**config.mk**
```make
export PLATFORM = sky130hd
export DESIGN_NAME = tpx_exchanger
export DESIGN_NICKNAME = d
export VERILOG_FILES = /design/src/tpx_pkg.sv /design/src/tpx_exchanger.sv /design/src/tpx_store.sv
export SDC_FILE = /design/constraint.sdc
export NUM_CORES = 1
export LEC_CHECK = 0
export BUFFER_PORTS_ARGS = -buffer_cell sky130_fd_sc_hd__buf_2
export CAP_MARGIN = 40
export CORE_MARGIN = 2
export CORE_UTILIZATION = 45
export CTS_CLUSTER_SIZE = 30
export DETAILED_ROUTE_END_ITERATION = 16
export PLACE_DENSITY = 0.7
export SYNTH_ARGS = -nofsm -noshare
export SYNTH_HDL_FRONTEND = slang
export SYNTH_SLANG_ARGS = --single-unit
export TNS_END_PERCENT = 20
```
**constraint.sdc**
```tcl
create_clock -name sys_clk -period 3.15 [get_ports sys_clk]
set_clock_uncertainty 0.15 [all_clocks]
set_input_delay 0.4725 -clock sys_clk [delete_from_list [all_inputs] [get_ports sys_clk]]
set_output_delay 0.4725 -clock sys_clk [all_outputs]
set_load 0.03 [all_outputs]
```
**src/tpx_pkg.sv**
```systemverilog
// shared constants and types of the three-port bus exchanger
// assumes a single sys_clk domain and a 32-bit AXI4-Lite register bus
`default_nettype none
package tpx_pkg;
  localparam int TPX_DATA_W = 16;
  localparam int TPX_PORTS = 3;
  localparam int TPX_ADDR_W = 5;
  localparam int TPX_AXI_DATA_W = 32;
  localparam int TPX_AXI_STRB_W = 4;
  // register byte addresses
  localparam logic [4:0] TPX_REG_HELD_A = 5'h00;
  localparam logic [4:0] TPX_REG_HELD_B = 5'h04;
  localparam logic [4:0] TPX_REG_HELD_C = 5'h08;
  localparam logic [4:0] TPX_REG_CTRL = 5'h0c;
  localparam logic [4:0] TPX_REG_PINS = 5'h10;
  // control register fields
  localparam int TPX_CTRL_BLOCK_BIT = 0;
  localparam logic TPX_CTRL_BLOCK_RESET = 1'b0;
  // pin status register fields
  localparam int TPX_PINS_DRIVE_LSB = 0;
  localparam int TPX_PINS_TRANSP_LSB = 3;
  localparam int TPX_PINS_SELECT_LSB = 6;
  localparam logic [1:0] TPX_RESP_OKAY = 2'h0;
  localparam logic [1:0] TPX_RESP_SLVERR = 2'h2;
  localparam logic TPX_CLK_PREV_RESET = 1'b1;

  typedef struct packed {
    logic transparent_enable;
    logic capture_clock;
    logic capture_enable_n;
    logic drive_enable_n;
    logic source_select;
  } tpx_pin_ctrl_t;

  typedef struct packed {
    tpx_pin_ctrl_t ctrl;
    logic [TPX_DATA_W-1:0] data;
  } tpx_pin_t;
endpackage
`default_nettype wire

```
**src/tpx_exchanger.sv**
```systemverilog
// three-port 16-bit bus exchanger with AXI4-Lite status and control
// assumes port pins are asynchronous and pass a two-flop synchroniser
`default_nettype none
module tpx_exchanger
  import tpx_pkg::*;
(
  input wire logic sys_clk,
  input wire logic rst,
  input wire logic [TPX_DATA_W-1:0] port_a_data_in,
  output logic [TPX_DATA_W-1:0] port_a_data_out,
  output logic port_a_data_oe,
  input wire logic [TPX_DATA_W-1:0] port_b_data_in,
  output logic [TPX_DATA_W-1:0] port_b_data_out,
  output logic port_b_data_oe,
  input wire logic [TPX_DATA_W-1:0] port_c_data_in,
  output logic [TPX_DATA_W-1:0] port_c_data_out,
  output logic port_c_data_oe,
  input wire logic port_a_drive_enable_n,
  input wire logic port_b_drive_enable_n,
  input wire logic port_c_drive_enable_n,
  input wire logic port_a_source_select,
  input wire logic port_b_source_select,
  input wire logic port_c_source_select,
  input wire logic port_a_transparent_enable,
  input wire logic port_b_transparent_enable,
  input wire logic port_c_transparent_enable,
  input wire logic port_a_capture_clock,
  input wire logic port_b_capture_clock,
  input wire logic port_c_capture_clock,
  input wire logic port_a_capture_enable_n,
  input wire logic port_b_capture_enable_n,
  input wire logic port_c_capture_enable_n,
  input wire logic [TPX_ADDR_W-1:0] s_axi_awaddr,
  input wire logic s_axi_awvalid,
  output logic s_axi_awready,
  input wire logic [TPX_AXI_DATA_W-1:0] s_axi_wdata,
  input wire logic [TPX_AXI_STRB_W-1:0] s_axi_wstrb,
  input wire logic s_axi_wvalid,
  output logic s_axi_wready,
  output logic [1:0] s_axi_bresp,
  output logic s_axi_bvalid,
  input wire logic s_axi_bready,
  input wire logic [TPX_ADDR_W-1:0] s_axi_araddr,
  input wire logic s_axi_arvalid,
  output logic s_axi_arready,
  output logic [TPX_AXI_DATA_W-1:0] s_axi_rdata,
  output logic [1:0] s_axi_rresp,
  output logic s_axi_rvalid,
  input wire logic s_axi_rready
);
  tpx_pin_t pin_raw [TPX_PORTS];
  tpx_pin_t pin_meta [TPX_PORTS];
  tpx_pin_t pin_s [TPX_PORTS];
  logic [TPX_DATA_W-1:0] held [TPX_PORTS];
  logic [TPX_DATA_W-1:0] drive_data [TPX_PORTS];
  logic [TPX_DATA_W-1:0] next_drive_data [TPX_PORTS];
  logic [TPX_PORTS-1:0] drive_oe;
  logic [TPX_PORTS-1:0] next_drive_oe;
  logic block_drive;

  assign pin_raw[0] = '{ctrl: '{port_a_transparent_enable,
    port_a_capture_clock, port_a_capture_enable_n,
    port_a_drive_enable_n, port_a_source_select}, data: port_a_data_in};
  assign pin_raw[1] = '{ctrl: '{port_b_transparent_enable,
    port_b_capture_clock, port_b_capture_enable_n,
    port_b_drive_enable_n, port_b_source_select}, data: port_b_data_in};
  assign pin_raw[2] = '{ctrl: '{port_c_transparent_enable,
    port_c_capture_clock, port_c_capture_enable_n,
    port_c_drive_enable_n, port_c_source_select}, data: port_c_data_in};

  // pins are asynchronous: meta stage feeds only the second stage
  always_ff @(posedge sys_clk) begin
    pin_meta <= pin_raw;
    pin_s <= pin_meta;
  end

  for (genvar i = 0; i < TPX_PORTS; i++) begin : g_port
    localparam int HI = (i + 2) % TPX_PORTS;
    localparam int LO = (i + 1) % TPX_PORTS;

    // one element per port, each on its own controls
    tpx_store #(.W(TPX_DATA_W)) u_store (
      .sys_clk(sys_clk),
      .rst(rst),
      .data(pin_s[i].data),
      .transparent_enable(pin_s[i].ctrl.transparent_enable),
      .capture_clock(pin_s[i].ctrl.capture_clock),
      .capture_enable_n(pin_s[i].ctrl.capture_enable_n),
      .held(held[i])
    );

    always_comb begin
      // any storage may feed several ports at once
      next_drive_data[i] = pin_s[i].ctrl.source_select ? held[HI]
                                                       : held[LO];
      next_drive_oe[i] = !pin_s[i].ctrl.drive_enable_n && !block_drive;
    end

  end

  always_ff @(posedge sys_clk) begin
    if (rst) begin
      drive_oe <= '0;
      for (int i = 0; i < TPX_PORTS; i++) begin
        drive_data[i] <= '0;
      end
    end else begin
      drive_oe <= next_drive_oe;
      drive_data <= next_drive_data;
    end
  end

  assign port_a_data_out = drive_data[0];
  assign port_b_data_out = drive_data[1];
  assign port_c_data_out = drive_data[2];
  assign port_a_data_oe = drive_oe[0];
  assign port_b_data_oe = drive_oe[1];
  assign port_c_data_oe = drive_oe[2];

  // ---- AXI4-Lite slave
  logic aw_held, next_aw_held, w_held, next_w_held;
  logic [TPX_ADDR_W-1:0] aw_addr, next_aw_addr;
  logic [TPX_AXI_DATA_W-1:0] w_data, next_w_data;
  logic [TPX_AXI_STRB_W-1:0] w_strb, next_w_strb;
  logic next_bvalid, next_block_drive;
  logic [1:0] next_bresp;
  logic next_rvalid;
  logic [1:0] next_rresp;
  logic [TPX_AXI_DATA_W-1:0] next_rdata;

  // single outstanding write and read; address and data in either order
  assign s_axi_awready = !aw_held && !s_axi_bvalid;
  assign s_axi_wready = !w_held && !s_axi_bvalid;
  assign s_axi_arready = !s_axi_rvalid;

  always_comb begin
    next_aw_held = aw_held;
    next_aw_addr = aw_addr;
    next_w_held = w_held;
    next_w_data = w_data;
    next_w_strb = w_strb;
    next_bvalid = s_axi_bvalid;
    next_bresp = s_axi_bresp;
    next_block_drive = block_drive;
    if (s_axi_awvalid && s_axi_awready) begin
      next_aw_held = 1'b1;
      next_aw_addr = s_axi_awaddr;
    end
    if (s_axi_wvalid && s_axi_wready) begin
      next_w_held = 1'b1;
      next_w_data = s_axi_wdata;
      next_w_strb = s_axi_wstrb;
    end
    if (s_axi_bvalid && s_axi_bready) begin
      next_bvalid = 1'b0;
    end
    if (aw_held && w_held) begin
      next_aw_held = 1'b0;
      next_w_held = 1'b0;
      next_bvalid = 1'b1;
      next_bresp = TPX_RESP_SLVERR;
      if (aw_addr == TPX_REG_CTRL) begin
        next_bresp = TPX_RESP_OKAY;
        if (w_strb[0]) begin
          next_block_drive = w_data[TPX_CTRL_BLOCK_BIT];
        end
      end
    end
  end

  always_comb begin
    next_rvalid = s_axi_rvalid;
    next_rresp = s_axi_rresp;
    next_rdata = s_axi_rdata;
    if (s_axi_rvalid && s_axi_rready) begin
      next_rvalid = 1'b0;
    end
    if (s_axi_arvalid && s_axi_arready) begin
      next_rvalid = 1'b1;
      next_rresp = TPX_RESP_OKAY;
      next_rdata = '0;
      case (s_axi_araddr)
        TPX_REG_HELD_A: next_rdata[TPX_DATA_W-1:0] = held[0];
        TPX_REG_HELD_B: next_rdata[TPX_DATA_W-1:0] = held[1];
        TPX_REG_HELD_C: next_rdata[TPX_DATA_W-1:0] = held[2];
        TPX_REG_CTRL: next_rdata[TPX_CTRL_BLOCK_BIT] = block_drive;
        TPX_REG_PINS: begin
          for (int i = 0; i < TPX_PORTS; i++) begin
            next_rdata[TPX_PINS_DRIVE_LSB + i] = drive_oe[i];
            next_rdata[TPX_PINS_TRANSP_LSB + i] =
              pin_s[i].ctrl.transparent_enable;
            next_rdata[TPX_PINS_SELECT_LSB + i] = pin_s[i].ctrl.source_select;
          end
        end
        default: next_rresp = TPX_RESP_SLVERR;
      endcase
    end
  end

  always_ff @(posedge sys_clk) begin
    if (rst) begin
      aw_held <= 1'b0;
      aw_addr <= '0;
      w_held <= 1'b0;
      w_data <= '0;
      w_strb <= '0;
      s_axi_bvalid <= 1'b0;
      s_axi_bresp <= TPX_RESP_OKAY;
      block_drive <= TPX_CTRL_BLOCK_RESET;
      s_axi_rvalid <= 1'b0;
      s_axi_rresp <= TPX_RESP_OKAY;
      s_axi_rdata <= '0;
    end else begin
      aw_held <= next_aw_held;
      aw_addr <= next_aw_addr;
      w_held <= next_w_held;
      w_data <= next_w_data;
      w_strb <= next_w_strb;
      s_axi_bvalid <= next_bvalid;
      s_axi_bresp <= next_bresp;
      block_drive <= next_block_drive;
      s_axi_rvalid <= next_rvalid;
      s_axi_rresp <= next_rresp;
      s_axi_rdata <= next_rdata;
    end
  end
endmodule
`default_nettype wire

```
**src/tpx_store.sv**
```systemverilog
// one port storage element: transparent, held or edge captured
// assumes all inputs already synchronised to sys_clk
`default_nettype none
module tpx_store
  import tpx_pkg::*;
#(
  parameter int W = TPX_DATA_W
) (
  input wire logic sys_clk,
  input wire logic rst,
  input wire logic [W-1:0] data,
  input wire logic transparent_enable,
  input wire logic capture_clock,
  input wire logic capture_enable_n,
  output logic [W-1:0] held
);
  logic clk_prev;
  logic next_clk_prev;
  logic [W-1:0] next_held;

  always_comb begin
    next_clk_prev = capture_clock;
    next_held = held;
    if (transparent_enable) begin
      next_held = data;
    end else if (!capture_enable_n && capture_clock && !clk_prev) begin
      next_held = data;
    end
    // otherwise hold: no rising clock edge or disabled capture
  end

  // clk_prev resets high so a clock already high at release is no edge
  always_ff @(posedge sys_clk) begin
    if (rst) begin
      held <= '0;
      clk_prev <= TPX_CLK_PREV_RESET;
    end else begin
      held <= next_held;
      clk_prev <= next_clk_prev;
    end
  end
endmodule
`default_nettype wire
```
---- Yosys cells after proc, flatten, opt, wreduce, memory -nomap -nowiden ----
Cells that the tools add are included.
operators by class
  reduce and logical (&&, ||, !) cells .... 40
  multiplexer cells ....................... 18
  equality and inequality tests ........... 5
operators with widths
  kind                  count
  $mux W16              9
  $pmux W8 S4           1
  $pmux W7 S3           1
  $logic_and A1 B1 Y1   17
  $eq A5 B4 Y1 const B  3
  $logic_not A1 Y1      14
  $reduce_bool A2 Y1    5
  $eq A5 B3 Y1 const B  1
  $eq A5 B5 Y1 const B  1
  $logic_not A5 Y1      1
  $pmux W1 S5           1
  $reduce_or A5 Y1      1
  $mux W1               4
  $mux W2               2
  $reduce_and A3 Y1     1
  $reduce_or A2 Y1      1
word-level totals
  word-level logic and storage cells ...... 120
  register bits after elaboration ......... 260

---- Logic depth before layout (Yosys ltp) ----
Gate-level depths: netlist (run 1).
  depth in word-level cells ............... 5
  depth in mapped cells ................... 6
  gate-level depth less buffers ........... 4

---- By module ----
A second synthesis (run 1) with hierarchy kept.
second synthesis, totals
  cells, all modules ...................... 696
  area total of the unflattened synthesis .. 8229.1 µm²
modules (own cells, without submodules)
  module         seq. area each (µm²)  cells an instance  area an instance (µm²)  times used
  tpx_exchanger  4144.0                480                5947.0                  1
  tpx_store      340.3                 72                 760.7                   3

---- Worst setup path before layout (run 1) ----
OpenSTA, ideal clock, no wires.
  path kind ............................... register to register
  start point ............................. reg s_axi_bvalid
  end point ............................... reg aw_addr[0]
  slack ................................... 1.267 ns
  setup time .............................. 0.128 ns
  arrival time ............................ 1.606 ns
  cell stages (with the launch flop) ...... 6
  path buffers ............................ 1
  path through ............................ dfxtp_1 > nor2_1 > and2_1 > clkbuf_1 > mux2i_1 > nor2_1
on the way
  longest elaborated chain between the ends .. 3
ends and longest elaborated chain
  what                      RTL line              RTL
  start: declaration        tpx_exchanger.sv:41   output logic s_axi_bvalid,
  start signal: assignment  tpx_exchanger.sv:219  s_axi_bvalid <= next_bvalid;
  $logic_not A1 Y1          tpx_exchanger.sv:132  assign s_axi_awready = !aw_held && !s_axi_bvalid;
  $logic_and A1 B1 Y1       tpx_exchanger.sv:132
  net s_axi_awready         tpx_exchanger.sv:35   output logic s_axi_awready,
  $logic_and A1 B1 Y1       tpx_exchanger.sv:145  if (s_axi_awvalid && s_axi_awready) begin
  end signal: assignment    tpx_exchanger.sv:215  aw_addr <= next_aw_addr;
  end: declaration          tpx_exchanger.sv:122  logic [TPX_ADDR_W-1:0] aw_addr, next_aw_addr;
The timed path passes the listed nets, and every way through them passes these cells.
A chain may end at the register's enable or synchronous reset.

---- Worst setup path after layout (run 1) ----
  start point ............................. reg w_held
  end point ............................... out s_axi_wready
on the way
  longest elaborated chain between the ends .. 2
ends and longest elaborated chain
  what                      RTL line              RTL
  start: declaration        tpx_exchanger.sv:121  logic aw_held, next_aw_held, w_held, next_w_held;
  start signal: assignment  tpx_exchanger.sv:216  w_held <= next_w_held;
  $logic_not A1 Y1          tpx_exchanger.sv:133  assign s_axi_wready = !w_held && !s_axi_bvalid;
  $logic_and A1 B1 Y1       tpx_exchanger.sv:133
  end: declaration          tpx_exchanger.sv:39   output logic s_axi_wready,
No other way between the ends.

==> results of run 1 <==
==> worst max-delay path: cells and delay by family (launching register included) <==
| kind | cells | cell delay, ns |
|---|---|---|
| simple gates | 1 | 0.23 |
| buf+inv | 1 | 0.24 |
| flops | 1 | 0.36 |
==> metrics by stage <==
stage | utilization, % | hold slack, ns | cell area [µm²] | instances
5_1_grt | 60.9 | 0.0382 | 10200 | 1115
2_1_floorplan | - | 0.160 | 7820 | 669
3_3_place_gp | 51.8 | 0.160 | 8650 | 1002
4_1_cts | 60.9 | 0.0254 | 10200 | 1113
3_5_place_dp | 51.8 | 0.162 | 8650 | 1002
6_report | 60.9 | 0.0429 | 10200 | 1115
==> cell usage in the layout (no fill, tap or decap), drive strengths merged, types with 3 or more instances in the layout <==
master	Yosys	final
clkinv	0	4
or2	4	4
nor2	120	120
buf	34	164
a22o	7	7
nor4b	3	3
dlygate4sd3	0	64
conb	1	18
mux2i	117	117
a221oi	8	8
dfxtp	258	258
nor3	4	4
clkbuf	17	40
nand2	28	28
o21ai	10	10
a22oi	8	8
a21oi	10	10
==> path summary, 6_finish.rpt <==
path	start	to	slack, ns
max	w_held	s_axi_wready	1.18
min	rst	port_a_data_out[2]	0.04
max reg2reg	s_axi_rvalid	s_axi_rdata[2]	1.28
min reg2reg	pin_meta[9]	pin_s[9]	0.17
==> cell usage after synthesis (all sizes together) (2+ instances only) <==
master  number  area (µm²)
a211oi       2        15.0
a21oi       10        61.3
a221oi       8        70.1
a22o         7        61.3
a22oi        8        60.1
and2         2        12.5
buf         34         226
clkbuf      17        63.8
dfxtp      258        5160
inv          2        7.51
mux2i      117        1170
nand2       28         105
nand2b       2        12.5
nand3        2        10.0
nand4b       2        17.5
nor2       120         450
nor3         4        20.0
nor4b        3        47.5
o21ai       10        50.0
or2          4        25.0
==> what timing repair did <==
item | in CTS | in global routing
hold buffers | 64 | 0
hold endpoints to repair | 64 | 0
setup endpoints to repair | 0 | 0
==> logic make-up (layout without fill, tap and decap cells) <==
kind of cell | Yosys count | count (layout)
simple gates | 173 | 173
buf+inv | 53 | 277
flops | 258 | 258
mux | 118 | 118
other cells | 1 | 20
compound gates | 49 | 49
==> power groups by stage <==
stage	Combinational, µW	Clock (µW)	Sequential (µW)
3_3_place_gp	471	0	3600
5_1_grt	585	3270	3550
3_5_place_dp	477	0	3600
6_report	539	3060	3530
4_1_cts	540	3130	3530
2_1_floorplan	283	0	3640
==> area by class of cell <==
cell class | instances | area (µm²) | share of cell area [%]
antenna | 2 | 5.00 | 0.0492
clock buffer | 40 | 763 | 7.50
clock inverter | 7 | 114 | 1.12
inverter | 2 | 7.51 | 0.0738
multi-input combinational | 358 | 2360 | 23.2
sequential | 258 | 5160 | 50.8
tap | 220 | 275 | 2.71
timing repair buffer | 228 | 1490 | 14.6
==> sequential cells by signal (all words and copies together) (netlist names), 3 cells and up <==
name and cells:
drive_oe 3, g_port.u_store.held 48, pin_s 63, port_a_data_out 16, s_axi_rdata 16, pin_meta 63
g_port.u_store.clk_prev 3, port_b_data_out 16, aw_addr 5, port_c_data_out 16
==> per-layer routing <==
layer	vias up	GRT usage, %	share of wire (%)
met1	2440	23.3	44
li1	2598	-	-
met3	40	3.74	5.9
met2	173	30.9	47
met5	-	0	0
met4	0	7.18	3.3
==> metrics.log, run 1 <==
INFO  metric synth-compound-area-share = under 10%
INFO  metric clock-root-buffer = sky130_fd_sc_hd__clkbuf_16
INFO  metric ys_seq_area_share = between 60% and 70%
INFO  metric timing.critical_path.slowest_stage_cell = sky130_fd_sc_hd__dfxtp_1
INFO  metric global_route_wire_length_before_repair = about 26000 µm
INFO  metric buffer_ports.inserted = around 160
INFO  metric synth-async-reset-ratio = 0%
INFO  metric final-max-slew-violation-count = 0
INFO  metric fmax = 0.508 GHz
INFO  metric post_synth_xor_area_fraction = 0%
INFO  metric cts_repair_resize_count = 0
INFO  metric grt_setup_unrepaired = no
INFO  metric finalWirelength = about 17000 µm
INFO  metric cts_buffer_depth = 3
INFO  metric worst_setup_path_start_kind = flop
INFO  metric dr.pass1.iters = 4
INFO  metric crit_type = flop to output port
INFO  metric post_synth_and_or_nand_nor_area_fraction = 9.70%
INFO  metric crit_fanout = 6
INFO  metric crit_path_max_incr_delay = ~0.36 ns
INFO  metric timing.max_slew.rel_slack = 43.1%
INFO  metric cp_cell_sequence = nor2_1 -> buf_2
INFO  metric ys_warn_count = 0
INFO  metric fin_total_pwr = ~7100 µW
INFO  metric core_area = 16700 µm²
INFO  metric syn-mean-instance-area = 11.9 µm²
INFO  metric setup_tns = 0 ns
INFO  metric die_w = 135 µm
INFO  metric clk_latency = ~0.52 ns
INFO  metric worst_setup_path_end_kind = output port
INFO  metric power_density = about 700 nW/µm²
INFO  metric register_bit_total_from_synthesis = 258
INFO  metric run_status = finished, final reports clean
INFO  metric place.gp.congestion = between 0.8 and 0.9
INFO  metric leakagePower = around 0.0047 µW
INFO  metric cts_buffer_count = 26
INFO  metric post_synth_num_cell_types = 40
INFO  metric area_growth_syn_to_layout = 31.2%
INFO  metric place_ws = approximately 0.92 ns
INFO  metric vias = around 5300
INFO  metric clock_power_share = 42.9%
INFO  metric synth_enable_flop_cells = 0
INFO  metric cp_data_arrival_time = between 1 and 1.5 ns
INFO  metric initial_core_util = a little under half
INFO  metric timing.final.ws_setup = around 1.2 ns
INFO  metric period_minus_slack = between 1.5 and 2 ns
INFO  metric comb_power_share = ~7.6%
INFO  metric drt-vias-per-instance = 4.71
INFO  metric post_synth_inst_count = 652
INFO  metric ys_dominant_reg_cell = sky130_fd_sc_hd__dfxtp_1
INFO  metric hold_depth = 2
INFO  metric final_antenna_net_count = 0
INFO  metric cts.reportedPaths.clkPinSlew = ~0.060 ns
INFO  metric worst_pin_slew = between 0.8 and 0.9 ns
INFO  metric number_of_cells_on_the_worst_reg_to_reg_path = 4
INFO  metric cts_sinks = approximately 260
INFO  metric max-cap-violations = 0
INFO  metric report.final.setup_viol = 0
INFO  metric swShare = a little under a quarter
INFO  metric post_route_drc_violation_count = 0
INFO  metric fp.dieArea = about 18000 µm²
INFO  metric die_boundary_height = between 100 and 150 µm
INFO  metric grt_start_max_net_pins = 67
INFO  metric tritoncts = built
INFO  metric rows = 47
INFO  metric via_count_of_the_first_global_routing_pass = 4999
INFO  metric post_synth_fa_ha_maj_area_fraction = 0%
INFO  metric ioPinCount = approximately 210
INFO  metric first_iter_violations = between 200 and 250
INFO  metric combinational_family_with_the_most_area_after_synthesis = multiplexers
INFO  metric pwr-share-seq = roughly half
INFO  metric ctsHtreeMaxLevel = 1
INFO  metric globalRouteOverflowTotal = 0
INFO  metric critPathRequiredTime = 2.53 ns
INFO  metric muxShareOfSynthArea = 15.2%
INFO  metric grt_use_total = roughly 18%
INFO  metric nets = between 900 and 1000
INFO  metric syn-cell-area = just under 8000 µm²
INFO  metric grt_antenna_before_repair = 2
INFO  metric number_of_hold_violations_in_the_final_report = 0
INFO  metric final_layout_size_suffix_gt1_share = 24.2%
INFO  metric switching_power = between 1500 and 2000 µW
INFO  metric post-route-period-util = 62.5%
INFO  metric route.detailed.wl_per_inst = between 15 and 20 µm
INFO  metric detailed_place_hpwl = 10700 µm
INFO  metric internal_power = between 5000 and 6000 µW
INFO  metric hold_path.class = input port to flop
INFO  metric cts_post_setup_buffers_inserted = 0
INFO  metric ir_drop = approximately 0.66 mV
INFO  metric fill_cells = 1360
(Power assumes the default switching activity.)
==> run 2: changes to the inputs <==
--- a/config.mk
+++ b/config.mk
@@ -11,7 +11,7 @@
 export CORE_UTILIZATION = 45
 export CTS_CLUSTER_SIZE = 30
 export DETAILED_ROUTE_END_ITERATION = 16
-export PLACE_DENSITY = 0.7
+export PLACE_DENSITY = 0.73
 export SYNTH_ARGS = -nofsm -noshare
 export SYNTH_HDL_FRONTEND = slang
 export SYNTH_SLANG_ARGS = --single-unit
==> constraint.sdc (replaced) <==
create_clock -name sys_clk -period 1.7 [get_ports sys_clk]
set_clock_uncertainty 0.15 [all_clocks]
set_input_delay 0.255 -clock sys_clk [delete_from_list [all_inputs] [get_ports sys_clk]]
set_output_delay 0.255 -clock sys_clk [all_outputs]
set_load 0.03 [all_outputs]
==> run 2 against run 1 <==
  * First-iteration DRC count rose by 3.7%
  * Sequential power rose by 85%
  * Power rose by 84%
  * Sequential cell count did not move
  * Largest cell class unchanged
==> metrics.log, run 2 (same netlist as run 1, synthesis figures left out) <==
INFO  metric run_status = finished, final reports clean
INFO  metric clock-root-buffer = sky130_fd_sc_hd__clkbuf_16
INFO  metric cts_post_setup_buffers_inserted = 0
INFO  metric period_minus_slack = approximately 1.6 ns
INFO  metric final_antenna_net_count = 0
INFO  metric ctsHtreeMaxLevel = 1
INFO  metric cp_data_arrival_time = approximately 1.2 ns
INFO  metric comb_power_share = 8.4%
INFO  metric top_regs = pin_meta x63, pin_s x63, g_port.u_store.held x48
INFO  metric ioPinCount = ~210
INFO  metric grt_setup_unrepaired = no
INFO  metric dr.pass1.iters = 4
INFO  metric nets = ~1000
INFO  metric route.detailed.wl_per_inst = about 15 µm
INFO  metric clk_latency = 0.50 ns
INFO  metric critPathRequiredTime = roughly 1.3 ns
INFO  metric global_route_wire_length_before_repair = approximately 26000 µm
INFO  metric detailed_place_hpwl = about 11000 µm
INFO  metric final_common_cell = sky130_fd_sc_hd__dfxtp_1
INFO  metric rows = 47
INFO  metric grt_antenna_before_repair = 2
INFO  metric finalWirelength = 17300 µm
INFO  metric crit_fanout = 5
INFO  metric hold_path.class = input port to flop
INFO  metric cts_sinks = 258
INFO  metric post_route_drc_violation_count = 0
INFO  metric path_delay_family = flip-flops
INFO  metric first_iter_violations = roughly 250
INFO  metric final_layout_size_suffix_gt1_share = around 25%
INFO  metric die_w = approximately 140 µm
INFO  metric vias = 5267
INFO  metric buffer_ports.inserted = 155
INFO  metric internal_power = approximately 10000 µW
INFO  metric cts_buffer_count = 25
INFO  metric clock_power_share = about two fifths
INFO  metric fill_cells = 1288
INFO  metric via_count_of_the_first_global_routing_pass = ~5100
INFO  metric core_area = between 15000 and 20000 µm²
INFO  metric timing.critical_path.slowest_stage_cell = sky130_fd_sc_hd__dfxtp_1
INFO  metric post-route-period-util = between 90% and 100%
INFO  metric fmax = about 0.61 GHz
INFO  metric tritoncts = built
INFO  metric number_of_hold_violations_in_the_final_report = 0
INFO  metric switching_power = approximately 2900 µW
INFO  metric pwr-share-seq = around 50%
INFO  metric cts_buffer_depth = 3
INFO  metric power_density = approximately 1200 nW/µm²
INFO  metric holdWs = 0.102 ns
INFO  metric setup_tns = 0 ns
INFO  metric die_boundary_height = around 140 µm
INFO  metric final-max-slew-violation-count = 0
INFO  metric drt-vias-per-instance = 4.64
INFO  metric grt_use_total = approximately 18%
INFO  metric max-cap-violations = 0
INFO  metric cp_cell_sequence = buf_4 -> nor2_4 -> buf_6
INFO  metric report.final.setup_viol = 0
INFO  metric grt_start_max_net_pins = between 60 and 70
INFO  metric fp.dieArea = ~18000 µm²
INFO  metric globalRouteOverflowTotal = 0
INFO  metric swShare = a little over a fifth
INFO  metric place.gp.congestion = slightly above 0.8
INFO  metric worst_setup_path_end_kind = output port
INFO  metric crit_path_max_incr_delay = approximately 0.31 ns
INFO  metric crit_type = flop to output port
INFO  metric worstPathBufferInverterCount = 2
INFO  metric initial_core_util = 46.4%
INFO  metric ir_drop = between 1 and 1.5 mV
INFO  metric leakagePower = 0.00483 µW
INFO  metric area_growth_syn_to_layout = 35.4%
INFO  metric layout_common_cells = sky130_fd_sc_hd__dfxtp_1, sky130_fd_sc_hd__buf_2, sky130_fd_sc_hd__mux2i_1, sky130_fd_sc_hd__nor2_1, sky130_fd_sc_hd__dlygate4sd3_1
INFO  metric cts.reportedPaths.clkPinSlew = around 0.060 ns
INFO  metric worst_setup_path_start_kind = flop
[run 2: cell count changes in the layout (fill, tap and decap cells not counted), sizes merged]
cell / change
buf: +13
bufinv: +2
clkbuf: -9
clkinv: +1
clkinvlp: -1
dlygate4sd3: +14
[run 2: tightest hold or removal path: stages]
cell                       delay (ns)
sky130_fd_sc_hd__buf_2           0.12
sky130_fd_sc_hd__buf_4           0.17
sky130_fd_sc_hd__nand4b_1        0.12
sky130_fd_sc_hd__nand2_1         0.04
[run 2: power groups by stage]
stage | sequential, µW | combinational (µW) | clock [µW]
floorplan | 6750 | 526 | 0
global placement | 6670 | 936 | 0
detailed placement | 6670 | 949 | 0
CTS | 6540 | 1100 | 5590
global route | 6570 | 1190 | 5850
finish | 6540 | 1100 | 5480
[run 2: what timing repair did]
| item | CTS | global route |
|---|---|---|
| cloned | 0 | 0 |
| endpoints found under the setup margin | 1 | 13 |
| hold endpoints to repair | 74 | 0 |
| pin swaps | 0 | 1 |
| resized for setup | 4 | 4 |
| hold buffers | 78 | 0 |
[run 2: worst paths after layout]
path / endpoint / depth (start not counted) / start / slack, ns
setup / recovery: s_axi_wready / 3 / w_held / 0.06
hold / removal: s_axi_rdata[0] / 4 / s_axi_araddr[4] / 0.10
setup reg to reg: w_data[0] / 5 / w_held / 0.10
hold reg to reg: pin_s[51] / 0 / pin_meta[51] / 0.17
[run 2: routing by layer]
metal / part of all wire [%] / GRT usage, % / vias to the layer above
met5: 0 / 0 / -
met4: 1.8 / 5.96 / 0
met2: 48 / 31.2 / 176
met3: 6.6 / 3.78 / 28
met1: 43 / 23.8 / 2421
li1: - / - / 2642
[run 2: area by class of cell]
cell class	count	area [µm²]	share of cell area (%)
timing repair buffer	255	1840	17.6
clock buffer	31	668	6.37
inverter	2	7.51	0.0715
antenna	2	5.00	0.0477
clock inverter	9	145	1.38
multi-input combinational	358	2390	22.7
tap	220	275	2.62
sequential	258	5160	49.2
[run 2: metrics by stage]
stage | util (%) | setup slack (ns) | cell area, µm² | instances | power (µW)
after floorplan | - | -0.00519 | 7830 | 669 | 7280
after global placement | 53.1 | -0.0462 | 8870 | 1015 | 7600
after detailed placement | 53.1 | -0.117 | 8870 | 1015 | 7620
after CTS | 62.7 | 0.000593 | 10500 | 1133 | 13200
after global routing | 62.8 | 0.0183 | 10500 | 1135 | 13600
final | 62.8 | 0.0608 | 10500 | 1135 | 13100
==> run 3: changes to the inputs <==
--- a/config.mk
+++ b/config.mk
@@ -12,6 +12,7 @@
 export CTS_CLUSTER_SIZE = 30
 export DETAILED_ROUTE_END_ITERATION = 16
 export PLACE_DENSITY = 0.73
+export REMOVE_ABC_BUFFERS = 1
 export SYNTH_ARGS = -nofsm -noshare
 export SYNTH_HDL_FRONTEND = slang
 export SYNTH_SLANG_ARGS = --single-unit
==> run 3 against run 2 <==
  * Clock-buffer cell count is 2 higher
  * Final cell count rose by 0.88%
  * Sequential cell count unchanged
  * Cell area is 0.89% higher
  * Sequential power about the same
  * Die area unchanged
  * Critical endpoint is now s_axi_awready
  * Wire length is 2.9% higher
  * First-iteration DRC count fell by 16%
==> metrics.log, run 3 (same netlist as run 1, synthesis figures left out) <==
INFO  metric fmax = around 0.60 GHz
INFO  metric hold_path.class = input port to flop
INFO  metric crit_path_max_incr_delay = a little over 0.3 ns
INFO  metric ir_drop = 0.914 mV
INFO  metric cp_cell_sequence = buf_4 -> nor2_2 -> buf_6
INFO  metric via_count_of_the_first_global_routing_pass = around 5300
INFO  metric clk_latency = approximately 0.5 ns
INFO  metric timing.final.ws_setup = around 0.033 ns
INFO  metric grt_setup_unrepaired = yes
INFO  metric global_route_wire_length_before_repair = roughly 28000 µm
INFO  metric cts_buffer_count = 25
INFO  metric finalWirelength = between 15000 and 20000 µm
INFO  metric buffer_ports.inserted = ~160
INFO  metric fin_total_pwr = about 13000 µW
INFO  metric tritoncts = built
INFO  metric post-route-period-util = about 98%
INFO  metric number_of_hold_violations_in_the_final_report = 0
INFO  metric power_density = around 1300 nW/µm²
INFO  metric cts_buffer_depth = 3
INFO  metric cts.reportedPaths.clkPinSlew = around 0.06 ns
INFO  metric report.final.setup_viol = 0
INFO  metric fp.dieArea = 18300 µm²
INFO  metric worst_setup_path_end_kind = output port
INFO  metric cts_sinks = 258
INFO  metric leakagePower = 0.00486 µW
INFO  metric vias = roughly 5400
INFO  metric final_layout_size_suffix_gt1_share = 25.6%
INFO  metric dr.pass1.iters = 4
INFO  metric globalRouteOverflowTotal = 0
INFO  metric cp_data_arrival_time = between 1 and 1.5 ns
INFO  metric regToRegStartpoint = w_held
INFO  metric ctsHtreeMaxLevel = 1
INFO  metric layout_common_cells = sky130_fd_sc_hd__dfxtp_1, sky130_fd_sc_hd__buf_2, sky130_fd_sc_hd__mux2i_1, sky130_fd_sc_hd__nor2_1, sky130_fd_sc_hd__dlygate4sd3_1
INFO  metric ff_latch_area = between 5000 and 6000 µm²
INFO  metric grt_antenna_before_repair = 1
INFO  metric grt_use_total = roughly a fifth
INFO  metric core_area = ~17000 µm²
INFO  metric area_growth_syn_to_layout = 36.6%
INFO  metric final_antenna_net_count = 0
INFO  metric number_of_cells_on_the_worst_reg_to_reg_path = 5
INFO  metric final_cells = about 1100
INFO  metric place.gp.congestion = 0.752
INFO  metric timing.reg2reg.setup_slack = around 0.060 ns
INFO  metric worst_min_delay_path_startpoint = s_axi_araddr[3]
INFO  metric nets = 1024
INFO  metric detailed_place_hpwl = 10600 µm
INFO  metric reg2reg_end = w_strb[0]
INFO  metric timing.max_slew.rel_slack = 50.7%
INFO  metric post_route_drc_violation_count = 0
INFO  metric clock-root-buffer = sky130_fd_sc_hd__clkbuf_16
INFO  metric initial_core_util = 46.4%
INFO  metric die_w = around 140 µm
INFO  metric ioPinCount = approximately 210
INFO  metric hold_depth = 3
INFO  metric worst_setup_path_start_kind = flop
INFO  metric first_iter_violations = 211
INFO  metric final_common_cell = sky130_fd_sc_hd__dfxtp_1
INFO  metric die_boundary_height = 135 µm
INFO  metric run_status = finished, final reports clean
INFO  metric grt_start_max_net_pins = 46
INFO  metric rows = 47
INFO  metric fill_cells = roughly 1300
INFO  metric hold_crit_endpoint = s_axi_rdata[0]
INFO  metric dp.cells = just over 1000
INFO  metric final-max-slew-violation-count = 0
INFO  metric place_ws = -0.0661 ns
INFO  metric timing.critical_path.slowest_stage_cell = sky130_fd_sc_hd__dfxtp_1
INFO  metric crit_type = flop to output port
INFO  metric max-cap-violations = 0
INFO  metric worst_pin_slew = about 0.73 ns
INFO  metric period_minus_slack = about 1.7 ns
INFO  metric multiInputGateArea = between 2000 and 2500 µm²
INFO  metric critPathRequiredTime = 1.29 ns
INFO  metric crit_fanout = 6
INFO  metric route.detailed.wl_per_inst = about 16 µm
INFO  metric drt-vias-per-instance = about 4.7
INFO  metric top_regs = pin_meta x63, pin_s x63, g_port.u_store.held x48
[run 3: final cells by class]
type	instances	share of cell area [%]
inverters	2	0.0709
well taps	220	2.60
multi-input cells	358	22.6
diodes	1	0.0236
flip-flops and latches	258	48.8
clock inverters	10	1.49
clock buffers	33	6.38
repair buffers	263	18.0
[run 3: where the power goes]
group          total [µW]  switching (µW)  internal, µW
logic                1140             620           520
registers            6530             158          6370
clock network        5570            2180          3390
[run 3: critical path: cells and delay by family (launching register included)]
kind,cells,cell delay [ns]
DFF,1,0.31
buffers and inverters,2,0.30
and+or+nand+nor,1,0.14
[run 3: repair_timing]
action | in CTS | in global routing
gates resized for setup | 5 | 6
buffers inserted | 0 | 0
hold endpoints to repair | 82 | 0
setup endpoints to repair | 2 | 5
hold buffers | 80 | 0
pin swaps | 0 | 1
[run 3: per-layer routing]
metal,up-vias,track usage [%],routed length [µm]
met1,2477,23.0,7460
met3,42,4.30,963
li1,2663,-,-
met5,-,0,0
met2,170,34.3,8830
met4,0,6.71,522
[run 3: through the flow]
step	hold WS (ns)	setup TNS (ns)	cell area (µm²)	utilization, %
3_3_place_gp	0.160	-0.244	8920	53.4
3_5_place_dp	0.162	-0.400	8920	53.4
4_1_cts	0.00868	0	10600	63.3
6_report	0.0411	0	10600	63.4
5_1_grt	0.0574	-0.00994	10600	63.4
2_1_floorplan	0.133	-4.69	7530	-
[run 3: worst max-delay path by stage]
stage | start | endpoint | slack (ns) | depth (start not counted)
2_1_floorplan | s_axi_rvalid | s_axi_rdata[8] | -0.38 | 4
3_3_place_gp | s_axi_araddr[2] | s_axi_rdata[6] | -0.04 | 5
3_5_place_dp | s_axi_araddr[2] | s_axi_rdata[6] | -0.07 | 5
4_1_cts | aw_held | s_axi_awready | 0.003 | 3
5_1_grt | aw_held | s_axi_awready | -0.009 | 3
6_report | aw_held | s_axi_awready | 0.03 | 3
